==> src/inc/fdrv_pkg.sv <==
// Constants shared by the flash driver control logic and its serial slave.
// Assumes a 20 MHz system clock and a two-wire host that only writes and reads bytes.
package fdrv_pkg;

    // ----------------------------------------------------------------
    // Clock and timing
    // ----------------------------------------------------------------
    localparam int unsigned CLK_HZ        = 20_000_000;
    localparam int unsigned TIMEOUT_ST_MS = 16;            // Timeout step in ms
    localparam int unsigned TIMEOUT_ST_CY = CLK_HZ / 1000 * TIMEOUT_ST_MS;
    localparam logic [3:0]  TO_CODE_LONG  = 4'hF;          // Code with the long timeout
    localparam logic [5:0]  TO_LONG_STEPS = 6'h20;         // 512 ms in 16 ms steps

    // ----------------------------------------------------------------
    // Serial slave
    // ----------------------------------------------------------------
    localparam logic [6:0]  SLAVE_ADDR    = 7'h53;

    // ----------------------------------------------------------------
    // Register offsets
    // ----------------------------------------------------------------
    localparam logic [7:0]  GEN_PURPOSE_OFS  = 8'h10;
    localparam logic [7:0]  LED_CURRENT_OFS  = 8'hA0;
    localparam logic [7:0]  FLASH_OPTS_OFS   = 8'hB0;
    localparam logic [7:0]  UPPER_ZONE_OFS   = 8'hC0;
    localparam logic [7:0]  LOWER_ZONE_OFS   = 8'hD0;
    localparam logic [7:0]  FLASH_STATUS_OFS = 8'hE0;

    // ----------------------------------------------------------------
    // Reset values
    // ----------------------------------------------------------------
    localparam logic [7:0]  GEN_PURPOSE_RST  = 8'h00;
    localparam logic [7:0]  LED_CURRENT_RST  = 8'hF8;
    localparam logic [7:0]  FLASH_OPTS_RST   = 8'h80;
    localparam logic [7:0]  UPPER_ZONE_RST   = 8'hF9;
    localparam logic [7:0]  LOWER_ZONE_RST   = 8'hC6;

    // ----------------------------------------------------------------
    // Field positions
    // ----------------------------------------------------------------
    localparam int unsigned GP_TORCH_BIT  = 0;
    localparam int unsigned GP_CHARGE_BIT = 1;
    localparam int unsigned GP_FLASH_BIT  = 2;
    localparam int unsigned GP_CMODE_LSB  = 3;
    localparam int unsigned GP_FLASH_GATE_BYPASS_BIT  = 5;
    localparam int unsigned GP_ZONE_BIT   = 6;
    localparam int unsigned GP_IND_BIT    = 7;
    localparam int unsigned CUR_TORCH_LSB = 0;
    localparam int unsigned CUR_FB_LSB    = 3;
    localparam int unsigned OPT_SLE_BIT   = 0;
    localparam int unsigned OPT_TO_LSB    = 1;
    localparam int unsigned OPT_OH_LSB    = 5;
    localparam int unsigned THR_W         = 6;
    localparam logic [2:0]  MODE_TORCH    = 3'h1;          // Torch only, no charging

    // Flash sequencer states
    typedef enum logic [2:0] {
        FL_IDLE = 3'h1,
        FL_ON   = 3'h2,
        FL_HOLD = 3'h4
    } fdrv_fl_e;

    // Serial slave phases
    typedef enum logic [4:0] {
        PH_IDLE  = 5'h01,
        PH_ADDR  = 5'h02,
        PH_REG   = 5'h04,
        PH_WDATA = 5'h08,
        PH_RDATA = 5'h10
    } fdrv_ph_e;

endpackage

==> src/verilog/fdrv_ctrl.sv <==
// Flash driver control: register bank, flash sequencer, timeout and zone logic.
// Assumes analog comparators for charge and sense zones and a host on the two-wire pins.
//
// Summary of operation
// - Bypass bit set: flash regardless of charge.
// - Bypass clear: no flash before end-of-charge.
// - End-of-charge flag follows target-reached comparator; held high in torch-only mode.
// - Torch code gives 60 to 200 mA.
// - Feedback code gives 30 to 100 mV.
// - Sensitivity bit: 0 edge, 1 level trigger.
// - Timeout 16 ms per step, top code 512 ms.
// - Headroom code gives 300 mV to 1 V.
// - Threshold code N trips at N/63 volts.
// - Zone enable turns three-zone control on.
// - No flash start above upper threshold.
// - Above lower threshold, current cut to 70%.
// - Below lower threshold, full flash current.
// - Zone change mid-flash changes current immediately.
`timescale 1ns/1ps
module fdrv_ctrl #(
    parameter int unsigned TIMEOUT_STEP_CYC = fdrv_pkg::TIMEOUT_ST_CY
) (
    // Clock and reset
    input  wire logic                        clk_i,
    input  wire logic                        rst_n_i,
    // Two-wire host pins
    input  wire logic                        scl_i,
    input  wire logic                        sda_i,
    output logic                             sda_o,
    output logic                             sda_oe_o,
    // Trigger and analog comparators
    input  wire logic                        strobe_i,
    input  wire logic                        cap_target_reached_i,
    input  wire logic                        sense_above_upper_i,
    input  wire logic                        sense_above_lower_i,
    // Analog settings
    output logic [2:0]                       torch_level_code_o,
    output logic [2:0]                       flash_feedback_code_o,
    output logic [2:0]                       headroom_code_o,
    output logic [fdrv_pkg::THR_W-1:0]       upper_threshold_code_o,
    output logic [fdrv_pkg::THR_W-1:0]       lower_threshold_code_o,
    output logic [1:0]                       charge_mode_o,
    output logic                             charge_en_o,
    output logic                             torch_en_o,
    output logic                             indicator_en_o,
    // Flash state
    output logic                             flash_on_o,
    output logic                             flash_reduced_o,
    output logic                             flash_timeout_o,
    output logic                             eoc_n_o
);
    import fdrv_pkg::*;

    // ----------------------------------------------------------------
    // Parameter check
    // ----------------------------------------------------------------
    if (TIMEOUT_STEP_CYC < 1) begin : g_bad_step
        $error("TIMEOUT_STEP_CYC must be at least one");
    end

    logic [7:0] gp_q, cur_q, opt_q, hi_q, lo_q, rdata;
    logic       wr_stb;
    logic [7:0] ptr, wdata;
    logic [3:0] in_raw, in_m_q, in_s_q;
    logic       strobe_s, eoc_s, upper_s, lower_s, strobe_pv_q, strobe_rise;
    logic       flash_bit, flash_gate_bypass, zone_en, strobe_sensitivity_select, trig, start_ok, step_end, to_hit;
    fdrv_fl_e   fl_q, fl_d;
    logic [31:0] tick_q;
    logic [5:0] steps_q, to_limit;

    // ----------------------------------------------------------------
    // Host access
    // ----------------------------------------------------------------
    fdrv_serial_slave u_slave (
        .clk_i    (clk_i),
        .rst_n_i  (rst_n_i),
        .scl_i    (scl_i),
        .sda_i    (sda_i),
        .sda_oe_o (sda_oe_o),
        .wr_stb_o (wr_stb),
        .ptr_o    (ptr),
        .wdata_o  (wdata),
        .rdata_i  (rdata)
    );

    // Open-drain: only ever pulls low
    always_ff @(posedge clk_i) begin
        sda_o <= 1'b0;
    end

    // Register writes; unmapped offsets are dropped silently
    always_ff @(posedge clk_i) begin
        if (!rst_n_i) begin
            gp_q  <= GEN_PURPOSE_RST;
            cur_q <= LED_CURRENT_RST;
            opt_q <= FLASH_OPTS_RST;
            hi_q  <= UPPER_ZONE_RST;
            lo_q  <= LOWER_ZONE_RST;
        end else if (wr_stb) begin
            case (ptr)
                GEN_PURPOSE_OFS: gp_q  <= wdata;
                LED_CURRENT_OFS: cur_q <= wdata;
                FLASH_OPTS_OFS:  opt_q <= wdata;
                UPPER_ZONE_OFS:  hi_q  <= wdata;
                LOWER_ZONE_OFS:  lo_q  <= wdata;
                default: ;
            endcase
        end
    end

    // Read mux; status shows live sequencer and comparator state
    always_comb begin
        case (ptr)
            GEN_PURPOSE_OFS:  rdata = gp_q;
            LED_CURRENT_OFS:  rdata = cur_q;
            FLASH_OPTS_OFS:   rdata = opt_q;
            UPPER_ZONE_OFS:   rdata = hi_q;
            LOWER_ZONE_OFS:   rdata = lo_q;
            FLASH_STATUS_OFS: rdata = {3'h0, flash_reduced_o, flash_on_o, eoc_s, lower_s, upper_s};
            default:          rdata = 8'h00;
        endcase
    end

    // ----------------------------------------------------------------
    // Field decode to analog settings
    // ----------------------------------------------------------------
    assign torch_level_code_o     = cur_q[CUR_TORCH_LSB +: 3];
    assign flash_feedback_code_o  = cur_q[CUR_FB_LSB +: 3];
    assign headroom_code_o        = opt_q[OPT_OH_LSB +: 3];
    assign upper_threshold_code_o = hi_q[THR_W-1:0];
    assign lower_threshold_code_o = lo_q[THR_W-1:0];
    assign charge_mode_o          = gp_q[GP_CMODE_LSB +: 2];
    assign charge_en_o            = gp_q[GP_CHARGE_BIT];
    assign torch_en_o             = gp_q[GP_TORCH_BIT];
    assign indicator_en_o         = gp_q[GP_IND_BIT];
    assign flash_bit              = gp_q[GP_FLASH_BIT];
    assign flash_gate_bypass                  = gp_q[GP_FLASH_GATE_BYPASS_BIT];
    assign zone_en                = gp_q[GP_ZONE_BIT];
    assign strobe_sensitivity_select                    = opt_q[OPT_SLE_BIT];

    // ----------------------------------------------------------------
    // Input synchronisers
    // ----------------------------------------------------------------
    assign in_raw = {sense_above_lower_i, sense_above_upper_i, cap_target_reached_i, strobe_i};

    // Every pin and comparator is asynchronous to the clock
    for (genvar i = 0; i < 4; i++) begin : g_sync
        always_ff @(posedge clk_i) begin
            if (!rst_n_i) begin
                in_m_q[i] <= 1'b0;
                in_s_q[i] <= 1'b0;
            end else begin
                in_m_q[i] <= in_raw[i];
                in_s_q[i] <= in_m_q[i];
            end
        end
    end

    assign strobe_s = in_s_q[0];
    assign eoc_s    = in_s_q[1];
    assign upper_s  = in_s_q[2];
    assign lower_s  = in_s_q[3];

    // Edge detector reads the synchronised strobe only
    always_ff @(posedge clk_i) begin
        if (!rst_n_i) begin
            strobe_pv_q <= 1'b0;
        end else begin
            strobe_pv_q <= strobe_s;
        end
    end

    assign strobe_rise = strobe_s & ~strobe_pv_q;

    // ----------------------------------------------------------------
    // Flash sequencer
    // ----------------------------------------------------------------
    assign trig     = strobe_sensitivity_select ? strobe_s : strobe_rise;
    assign start_ok = flash_bit & trig & (flash_gate_bypass | eoc_s)
                      & ~(zone_en & upper_s);
    assign to_limit = (opt_q[OPT_TO_LSB +: 4] == TO_CODE_LONG) ? TO_LONG_STEPS
                      : {2'h0, opt_q[OPT_TO_LSB +: 4]} + 6'h01;
    assign step_end = (tick_q == TIMEOUT_STEP_CYC - 32'h1);
    assign to_hit   = step_end & (steps_q == to_limit - 6'h01);

    // Next state; mode bit cleared by host aborts a running flash
    always_comb begin
        fl_d = fl_q;
        case (fl_q)
            FL_IDLE: begin
                if (start_ok) begin
                    fl_d = FL_ON;
                end
            end
            FL_ON: begin
                if (!flash_bit || (strobe_sensitivity_select && !strobe_s)) begin
                    fl_d = FL_IDLE;
                end else if (to_hit) begin
                    fl_d = strobe_sensitivity_select ? FL_HOLD : FL_IDLE;
                end
            end
            FL_HOLD: begin
                // Level trigger must drop before a new flash, so a stuck strobe cannot re-fire
                if (!flash_bit || !strobe_s) begin
                    fl_d = FL_IDLE;
                end
            end
            default: fl_d = FL_IDLE;
        endcase
    end

    // State register
    always_ff @(posedge clk_i) begin
        if (!rst_n_i) begin
            fl_q <= FL_IDLE;
        end else begin
            fl_q <= fl_d;
        end
    end

    // Timeout counters run only while the flash is on
    always_ff @(posedge clk_i) begin
        if (!rst_n_i || fl_q != FL_ON) begin
            tick_q  <= 32'h0;
            steps_q <= 6'h00;
        end else if (step_end) begin
            tick_q  <= 32'h0;
            steps_q <= steps_q + 6'h01;
        end else begin
            tick_q <= tick_q + 32'h1;
        end
    end

    // Registered flash outputs; zone is re-evaluated every cycle of a flash
    always_ff @(posedge clk_i) begin
        if (!rst_n_i) begin
            flash_on_o      <= 1'b0;
            flash_reduced_o <= 1'b0;
            flash_timeout_o <= 1'b0;
        end else begin
            flash_on_o      <= (fl_d == FL_ON);
            flash_reduced_o <= (fl_d == FL_ON) & zone_en & lower_s;
            flash_timeout_o <= (fl_q == FL_ON) & to_hit & flash_bit & ~(strobe_sensitivity_select & ~strobe_s);
        end
    end

    // Charge flag, active low; torch-only mode always reports charging
    always_ff @(posedge clk_i) begin
        if (!rst_n_i) begin
            eoc_n_o <= 1'b1;
        end else begin
            eoc_n_o <= (gp_q[2:0] == MODE_TORCH) ? 1'b1 : ~eoc_s;
        end
    end
endmodule

==> src/verilog/fdrv_serial_slave.sv <==
// Byte-wide two-wire slave: address match, register pointer, writes and reads.
// Assumes open-drain pins resolved outside; clock stretching is never used.
`timescale 1ns/1ps
module fdrv_serial_slave (
    // Clock and reset
    input  wire logic       clk_i,
    input  wire logic       rst_n_i,
    // Two-wire pins
    input  wire logic       scl_i,
    input  wire logic       sda_i,
    output logic            sda_oe_o,
    // Register side
    output logic            wr_stb_o,
    output logic [7:0]      ptr_o,
    output logic [7:0]      wdata_o,
    input  wire logic [7:0] rdata_i
);
    import fdrv_pkg::*;

    logic [1:0] scl_sy_q, sda_sy_q;
    logic       scl_pv_q, sda_pv_q;
    logic       scl_rise, scl_fall, start_c, stop_c;
    fdrv_ph_e   ph_q;
    logic [3:0] cnt_q;
    logic [7:0] sh_q, tx_q;

    // Pins come from another domain: two flops before any use
    always_ff @(posedge clk_i) begin
        if (!rst_n_i) begin
            scl_sy_q <= 2'h3;
            sda_sy_q <= 2'h3;
            scl_pv_q <= 1'b1;
            sda_pv_q <= 1'b1;
        end else begin
            scl_sy_q <= {scl_sy_q[0], scl_i};
            sda_sy_q <= {sda_sy_q[0], sda_i};
            scl_pv_q <= scl_sy_q[1];
            sda_pv_q <= sda_sy_q[1];
        end
    end

    // Line events seen on the second flop only
    assign scl_rise = scl_sy_q[1] & ~scl_pv_q;
    assign scl_fall = ~scl_sy_q[1] & scl_pv_q;
    assign start_c  = scl_sy_q[1] & scl_pv_q & sda_pv_q & ~sda_sy_q[1];
    assign stop_c   = scl_sy_q[1] & scl_pv_q & ~sda_pv_q & sda_sy_q[1];

    // Byte engine; the data line only ever changes while the clock is low
    always_ff @(posedge clk_i) begin
        if (!rst_n_i) begin
            ph_q     <= PH_IDLE;
            cnt_q    <= 4'h0;
            sh_q     <= 8'h00;
            tx_q     <= 8'h00;
            sda_oe_o <= 1'b0;
            wr_stb_o <= 1'b0;
            ptr_o    <= 8'h00;
            wdata_o  <= 8'h00;
        end else begin
            wr_stb_o <= 1'b0;
            if (start_c) begin
                ph_q     <= PH_ADDR;
                cnt_q    <= 4'hF;                      // Clock fall after a start is no bit: wraps to zero
                sda_oe_o <= 1'b0;
            end else if (stop_c) begin
                ph_q     <= PH_IDLE;
                sda_oe_o <= 1'b0;
            end else if (ph_q != PH_IDLE) begin
                if (scl_rise) begin
                    if (cnt_q < 4'h8) begin
                        sh_q <= {sh_q[6:0], sda_sy_q[1]};
                    end else if (ph_q == PH_RDATA && sda_sy_q[1]) begin
                        ph_q <= PH_IDLE;               // Host did not acknowledge: stop sending
                    end
                end else if (scl_fall) begin
                    if (cnt_q == 4'h7) begin
                        cnt_q    <= 4'h8;
                        sda_oe_o <= (ph_q != PH_RDATA);
                        case (ph_q)
                            PH_ADDR: begin
                                if (sh_q[7:1] != SLAVE_ADDR) begin
                                    ph_q     <= PH_IDLE;
                                    sda_oe_o <= 1'b0;
                                end
                            end
                            PH_REG:   ptr_o <= sh_q;
                            PH_WDATA: begin
                                wdata_o  <= sh_q;
                                wr_stb_o <= 1'b1;
                            end
                            default: ;
                        endcase
                    end else if (cnt_q == 4'h8) begin
                        cnt_q    <= 4'h0;
                        sda_oe_o <= 1'b0;
                        case (ph_q)
                            PH_ADDR: begin
                                if (sh_q[0]) begin
                                    ph_q     <= PH_RDATA;
                                    tx_q     <= rdata_i;
                                    sda_oe_o <= ~rdata_i[7];
                                end else begin
                                    ph_q <= PH_REG;
                                end
                            end
                            PH_REG:   ph_q <= PH_WDATA;
                            PH_RDATA: begin
                                tx_q     <= rdata_i;
                                sda_oe_o <= ~rdata_i[7];
                            end
                            default: ;
                        endcase
                    end else begin
                        cnt_q <= cnt_q + 4'h1;
                        if (ph_q == PH_RDATA) begin
                            tx_q     <= {tx_q[6:0], 1'b0};
                            sda_oe_o <= ~tx_q[6];
                        end
                    end
                end
            end
        end
    end

endmodule

==> config.mk <==
export PLATFORM = sky130hd
export DESIGN_NAME = fdrv_ctrl
export DESIGN_NICKNAME = d
export VERILOG_FILES = /design/src/inc/fdrv_pkg.sv /design/src/verilog/fdrv_ctrl.sv /design/src/verilog/fdrv_serial_slave.sv
export SDC_FILE = /design/constraint.sdc
export NUM_CORES = 1
export LEC_CHECK = 0
export BUFFER_PORTS_ARGS = -buffer_cell sky130_fd_sc_hd__buf_2
export CELL_PAD_IN_SITES_DETAIL_PLACEMENT = 1
export CELL_PAD_IN_SITES_GLOBAL_PLACEMENT = 1
export CORE_ASPECT_RATIO = 0.8
export CORE_UTILIZATION = 30
export CTS_CLUSTER_SIZE = 20
export DETAILED_ROUTE_END_ITERATION = 8
export PLACE_DENSITY_LB_ADDON = 0.05
export REMOVE_ABC_BUFFERS = 1
export SYNTH_ARGS = -nofsm -noshare
export SYNTH_HDL_FRONTEND = slang
export SYNTH_SLANG_ARGS = --single-unit
==> constraint.sdc <==
create_clock -name clk_i -period 3.1 [get_ports clk_i]
set_clock_uncertainty 0.1 [all_clocks]
set_input_delay 0.31 -clock clk_i [delete_from_list [all_inputs] [get_ports clk_i]]
set_output_delay 0.31 -clock clk_i [all_outputs]
set_load 0.02 [all_outputs]
---- After elaboration in Yosys (flattened, before gate mapping) ----
Index checks and enable logic that the tools add are counted.
storage, ports and cells
  register bits ........................... 142
  input bits .............................. 8
  output and inout bits ................... 32
  logic and storage cells ................. 191
operators by class
  $add $sub $neg .......................... 5
  $lt $le $gt $ge ......................... 1
  equal/unequal tests ..................... 37
  muxes and demuxes ....................... 41
  bitwise gates (word level) .............. 38
  reduce and logical (&&, ||, !) cells .... 35
operators by type and width
  cell                   count
  $pmux 8 s6             1
  $mux 5                 9
  $eq 8x8->1 const B     5
  $add 32x1->32 const B  1
  $eq 32x19->1 const B   1
  $mux 4                 7
  $mux 7                 3
  $and 1x1->1            19
  $not 1->1              18
  $reduce_and 8->1       2
  $mux 3                 5
  $pmux 7 s2             1
  $reduce_and 7->1       2
  $ne 3x2->1 const B     4
  $ne 5x2->1 const B     2
  $pmux 5 s2             1
  $reduce_and 2->1       5
  $reduce_bool 2->1      5
  $pmux 3 s3             1
  $reduce_and 9->1       1
  $reduce_bool 3->1      3
  $eq 4x4->1 const B     2
  $eq 8x5->1 const B     1
  $mux 1                 8
  other kinds (36)       50

---- Logic depth before layout (Yosys ltp) ----
  word-level depth ........................ 11
  mapped depth ............................ 9
  mapped depth without buffers ............ 8

---- Modules after synthesis ----
Synthesis repeated with hierarchy kept, for this count alone.
second synthesis, totals
  cells, all modules ...................... 772
  area, all modules ....................... 6,707.7 sq um
modules (own cells, without submodules)
  module             instances  cells an instance  area each (sq um)  seq. area each (sq um)
  fdrv_ctrl          1          530                4,415.5            1,881.8
  fdrv_serial_slave  1          242                2,292.2            960.9

---- Worst setup path before layout ----
No wires, ideal clock.
  path kind ............................... flip-flop to flip-flop
  start point ............................. register opt_q[2]
  end point ............................... register fl_q[2]
  library setup time ...................... 72 ps
  arrival time ............................ 1,993 ps
  required time ........................... 2,928 ps
  slack ................................... 936 ps
  stages on the path, launching flop included .. 8
  path through ............................ dfxtp_1 -> ha_1 -> nor2b_1 -> o21a_1 -> a211oi_1 -> a211oi_1 -> or4_1 -> a21oi_1
on the way
  longest elaborated chain between the ends .. 8
RTL lines
  element                                           line                                source
  from (decl)                                       fdrv_ctrl.sv:61                     logic [7:0] gp_q, cur_q, opt_q, hi_q, lo_q, rdata;
  from (signal assigned)                            fdrv_ctrl.sv:103                    FLASH_OPTS_OFS: opt_q <= wdata;
  $add 4x1->5 / $eq 4x4->1 (equally long branches)  fdrv_ctrl.sv:182, fdrv_ctrl.sv:181
  $mux 6 (*)                                        fdrv_ctrl.sv:181                    assign to_limit = (opt_q[OPT_TO_LSB +: 4] == TO_CODE_LONG) ? TO_LONG_STEPS
  $sub 6x1->6 (*)                                   fdrv_ctrl.sv:184                    assign to_hit = step_end & (steps_q == to_limit - 6'h01);
  $eq 6x6->1 (*)                                    fdrv_ctrl.sv:184
  $and 1x1->1 (*)                                   fdrv_ctrl.sv:184
  $mux 3 (*)                                        fdrv_ctrl.sv:198                    end else if (to_hit) begin
  $mux 3 (*)                                        fdrv_ctrl.sv:196                    if (!flash_bit || (strobe_sensitivity_select && !strobe_s)) begin
  $pmux 3 s3 (*)                                    fdrv_ctrl.sv:189                    case (fl_q)
  to (signal assigned)                              fdrv_ctrl.sv:217                    fl_q <= fl_d;
  to (decl)                                         fdrv_ctrl.sv:67                     fdrv_fl_e fl_q, fl_d;
Mark *: on every way between the ends. The rest lies on a longest branch, timed or not.
A chain may end at the register's enable or synchronous reset.

---- Worst setup path in the final report ----
  start point ............................. register opt_q[1]
  end point ............................... register flash_reduced_o
on the way
  longest elaborated chain between the ends .. 11
RTL lines
  element                                           line                                source
  $add 4x1->5 / $eq 4x4->1 (equally long branches)  fdrv_ctrl.sv:182, fdrv_ctrl.sv:181
  $mux 6 (*)                                        fdrv_ctrl.sv:181
  $sub 6x1->6 (*)                                   fdrv_ctrl.sv:184
  $eq 6x6->1 (*)                                    fdrv_ctrl.sv:184
  $and 1x1->1 (*)                                   fdrv_ctrl.sv:184
  $mux 3 (*)                                        fdrv_ctrl.sv:198
  $mux 3 (*)                                        fdrv_ctrl.sv:196
  $pmux 3 s3 (*)                                    fdrv_ctrl.sv:189
  $eq 3x2->1 (*)                                    fdrv_ctrl.sv:242                    flash_reduced_o <= (fl_d == FL_ON) & zone_en & lower_s;
  $and 1x1->1 (*) (2 in series)                     fdrv_ctrl.sv:242
  to (signal assigned)                              fdrv_ctrl.sv:242
  to (decl)                                         fdrv_ctrl.sv:48                     output logic flash_reduced_o,
Marks and branches as above.

==> flow_summary_export.csv <==
group,metric,value,unit
status,result_of_the_run,"completed",
grt,grt_pass1_vias,5616,
cells_and_area,n_antenna_cell,0,
routing,vias,5445,
clock_network,clock_insertion_delay_worst_skew,420,ps
synthesis,post_synth_fa_ha_maj_area_fraction,0.0167,
timing,worst_slew_pin_slew,785,ps
critical_path,crit_type,"flop to flop",
timing,period_needed,2610,ps
synthesis,syn-cell-area,6760,µm²
timing,hold-worst-slack,129,ps
place,dpl-instance-area,7100,µm²
synthesis,avgSynthCellArea,8.72,µm²
grt,initial_antenna_violation_count,0,
cells_and_area,filler_cell_count,2539,
pwr,power_density,523,nW/µm²
synthesis,yosysTopAreaCell,"sky130_fd_sc_hd__dfxtp_1",
place,dpl.hpwl,14.0,mm
worst_hold_path,holdPathEnd,"u_slave.scl_sy_q[1]",
die,die_y,136,µm
critical_path,worst_r2r_endpoint,"flash_reduced_o",
synthesis,edff_count_synth,0,
grt,grt_start_max_net_pins,48,
timing,achievable-frequency,384,MHz
synthesis,simple_gate_portion_of_the_synthesized_area,0.241,
routing,totalWireLength,19.4,mm
cells_and_area,final_area,7760,µm²
critical_path,rrSetupSlack,490,ps
die,initial_core_util,0.310,
flow_run,drv_cap,0,
timing,setup-violations-final,0,
synthesis,seq_area_frac_synth,0.421,
synthesis,synth_top_family_by_area,"simple AND/OR/NAND/NOR gates",
critical_path,worstPathRequired,3330,ps
timing,period_share,0.841,
synthesis,yosys.cell_count.top_type,"sky130_fd_sc_hd__dfxtp_1",
synthesis,synthCells,775,
clock_network,tritoncts,"built",
pwr,ir_worst_vdd,363,µV
die,dieWidth,170,µm
synthesis,post_synth_num_cell_types,67,
die,die-area,23100,µm²
critical_path,reg2reg_from,"opt_q[1]",
synthesis,compound_cell_area_share_of_the_yosys_netlist,0.119,
critical_path,worstPathArrival,2830,ps
synthesis,asyncSetResetFlopFracSynth,0,
grt,grt.total_usage,0.177,
synthesis,synth.ff_latch_count,142,
clock_network,tritoncts_num_sinks,142,
clock_network,cts.clk_slew.worst_paths,60,ps
synthesis,dominantRegCellSynth,"sky130_fd_sc_hd__dfxtp_1",
cells_and_area,finalNetCount,810,
synthesis,synth.yosys.warnings,0,
synthesis,synthMuxAreaShare,0.0902,
die,pin_count,40,
place,place_congestion,0.815,
routing,viasPerCell,4.93,
routing,dr.pass1.iters,4,
die,core-area,21800,µm²
timing,hold_violations,0,
critical_path,path_max_fanout,11,
cells_and_area,areaGrowthSynthToFinish,14.8,%
timing,rsz0062_at_grt,"no",
grt,global_route_wire_length_before_repair,31.3,mm
worst_hold_path,timing.hold.worst_path_depth,2,
timing,timing.max_slew.rel_slack,0.474,
synthesis,synth_common_cells,"sky130_fd_sc_hd__dfxtp_1, sky130_fd_sc_hd__nand2_1, sky130_fd_sc_hd__nor2_1, sky130_fd_sc_hd__mux2i_1, sky130_fd_sc_hd__nand3_1",
critical_path,worstSetupEndpointType,"flop",
routing,postRouteAntennaNets,0,
worst_hold_path,hold_path_startpoint,"rst_n_i",
routing,routedWlPerCell,17.5,µm
critical_path,worst_setup_path_start_kind,"flop",
synthesis,synth_top_area_share,0.421,
place,io_buffer_count,38,
routing,drt_drc,0,
clock_network,cts-root-to-sink-buffers,2,
synthesis,synth.area.top_cells,"sky130_fd_sc_hd__dfxtp_1, sky130_fd_sc_hd__mux2i_1, sky130_fd_sc_hd__nand2_1, sky130_fd_sc_hd__nor2_1, sky130_fd_sc_hd__xor2_1",
synthesis,post_synth_xor_area_fraction,0.0531,
clock_network,cts_resized,0,
timing,totalNegativeSetupSlack,0,ps
die,fp-row-count,48,
clock_network,ctsHtreeMaxLevel,4,
timing,final-max-slew-violation-count,0,
grt,grt.overflow.total,0,
routing,detail_route.iter0.violations,275,
pwr,power_leakage,2.88,nW
clock_network,cts_root_buf,"sky130_fd_sc_hd__clkbuf_16",
worst_hold_path,holdCritPathClass,"primary input to flop",
cells_and_area,post_route_cells_drive_above_1_share,0.134,
clock_network,tritoncts.num_buffers,17,
critical_path,worst-r2r-cell-count,7,
power by group:
part / leakage, nW / internal (mW) / switching [mW] / total (mW)
sequential: 1.15 / 1.84 / 0.0141 / 1.85
combinational: 1.45 / 0.0377 / 0.0693 / 0.107
clock: 0.288 / 1.30 / 0.804 / 2.10
total: 2.88 / 3.17 / 0.888 / 4.06
flip-flops by register name (all words and copies together) (netlist names), 7 cells and up:
| signal | count |
|---|---|
| cur_q | 8 |
| gp_q | 8 |
| hi_q | 8 |
| lo_q | 8 |
| opt_q | 8 |
| tick_q | 32 |
| u_slave.ptr_o | 8 |
| u_slave.sh_q | 8 |
| u_slave.tx_q | 7 |
| u_slave.wdata_o | 8 |
worst max path at each step:
stage | from | endpoint | slack, ps
after floorplan | u_slave.ptr_o[5] | cur_q[0] | 490
after global placement | u_slave.ptr_o[5] | cur_q[4] | 570
after detailed placement | u_slave.ptr_o[5] | cur_q[4] | 540
after CTS | opt_q[1] | flash_reduced_o | 500
after global routing | opt_q[1] | flash_reduced_o | 220
final | opt_q[1] | flash_reduced_o | 490
final cells by class:
| cell class | count | area [µm²] | share of cell area |
|---|---|---|---|
| Sequential cell | 142 | 2840 | 0.366 |
| Timing Repair Buffer | 60 | 370 | 0.0477 |
| Clock buffer | 20 | 457 | 0.0588 |
| Clock inverter | 11 | 141 | 0.0182 |
| Tap cell | 300 | 375 | 0.0484 |
| Multi-Input combinational cell | 558 | 3520 | 0.454 |
| Inverter | 14 | 52.6 | 0.00677 |
layer usage:
metal / up-vias / GRT usage / share of wire
li1: 2730 / - / -
met1: 2629 / 0.251 / 0.53
met2: 74 / 0.270 / 0.43
met3: 12 / 0.0335 / 0.028
met4: 0 / 0.0526 / 0.0091
met5: - / 0 / 0
repair_timing:
action                    4_1_cts  5_1_grt
hold endpoints to repair        6        0
hold buffers                    6        0
buffers inserted                0        0
logic make-up (layout without fill, tap and decap cells):
group,Yosys count,in the layout
XOR/XNOR,41,41
buffers and inverters,75,105
multiplexers,60,60
flip-flops,142,142
AND/OR/NAND/NOR,331,331
AO/OA/AOI/OAI,116,116
other,1,1
adder cells (fa/ha/maj),9,9
through the flow:
step | utilization | total power [mW] | cells | setup WS (ps)
6_report | 0.356 | 4.06 | 1105 | 493
2_1_floorplan | - | 1.94 | 714 | 487
5_1_grt | 0.356 | 4.22 | 1105 | 220
4_1_cts | 0.356 | 4.12 | 1105 | 503
3_3_place_gp | 0.326 | 1.99 | 1068 | 571
3_5_place_dp | 0.326 | 1.99 | 1068 | 535
critical path, cell delays in order, from the launching register on:
cell	delay (ps)
sky130_fd_sc_hd__dfxtp_1	530
sky130_fd_sc_hd__ha_1	430
sky130_fd_sc_hd__nor2b_1	290
sky130_fd_sc_hd__o41ai_2	110
sky130_fd_sc_hd__and3_1	200
sky130_fd_sc_hd__a211oi_1	390
sky130_fd_sc_hd__o31ai_1	200
sky130_fd_sc_hd__a211oi_1	250
cells in the final DEF (no fill, tap or decap), types with 5 or more instances in the layout:
master and count:
sky130_fd_sc_hd__buf_2 38, sky130_fd_sc_hd__nand2_1 97, sky130_fd_sc_hd__a221oi_1 6, sky130_fd_sc_hd__xor2_1 28
sky130_fd_sc_hd__nand3_1 36, sky130_fd_sc_hd__buf_4 16, sky130_fd_sc_hd__dfxtp_1 142, sky130_fd_sc_hd__and3_1 11
sky130_fd_sc_hd__a21oi_1 26, sky130_fd_sc_hd__o211ai_1 5, sky130_fd_sc_hd__dlygate4sd3_1 6, sky130_fd_sc_hd__mux2i_1 53
sky130_fd_sc_hd__clkbuf_16 17, sky130_fd_sc_hd__ha_1 9, sky130_fd_sc_hd__a22oi_1 5, sky130_fd_sc_hd__xnor2_1 13
sky130_fd_sc_hd__nor2b_1 9, sky130_fd_sc_hd__mux2_2 7, sky130_fd_sc_hd__nor2_1 88, sky130_fd_sc_hd__inv_1 13
sky130_fd_sc_hd__a22o_1 5, sky130_fd_sc_hd__nand4_1 12, sky130_fd_sc_hd__o21ai_0 23, sky130_fd_sc_hd__a211oi_1 6
sky130_fd_sc_hd__nand2b_1 11, sky130_fd_sc_hd__o22ai_1 5, sky130_fd_sc_hd__nor3_1 15, sky130_fd_sc_hd__and2_1 14
sky130_fd_sc_hd__nor4_1 7
(Power assumes the default switching activity.)
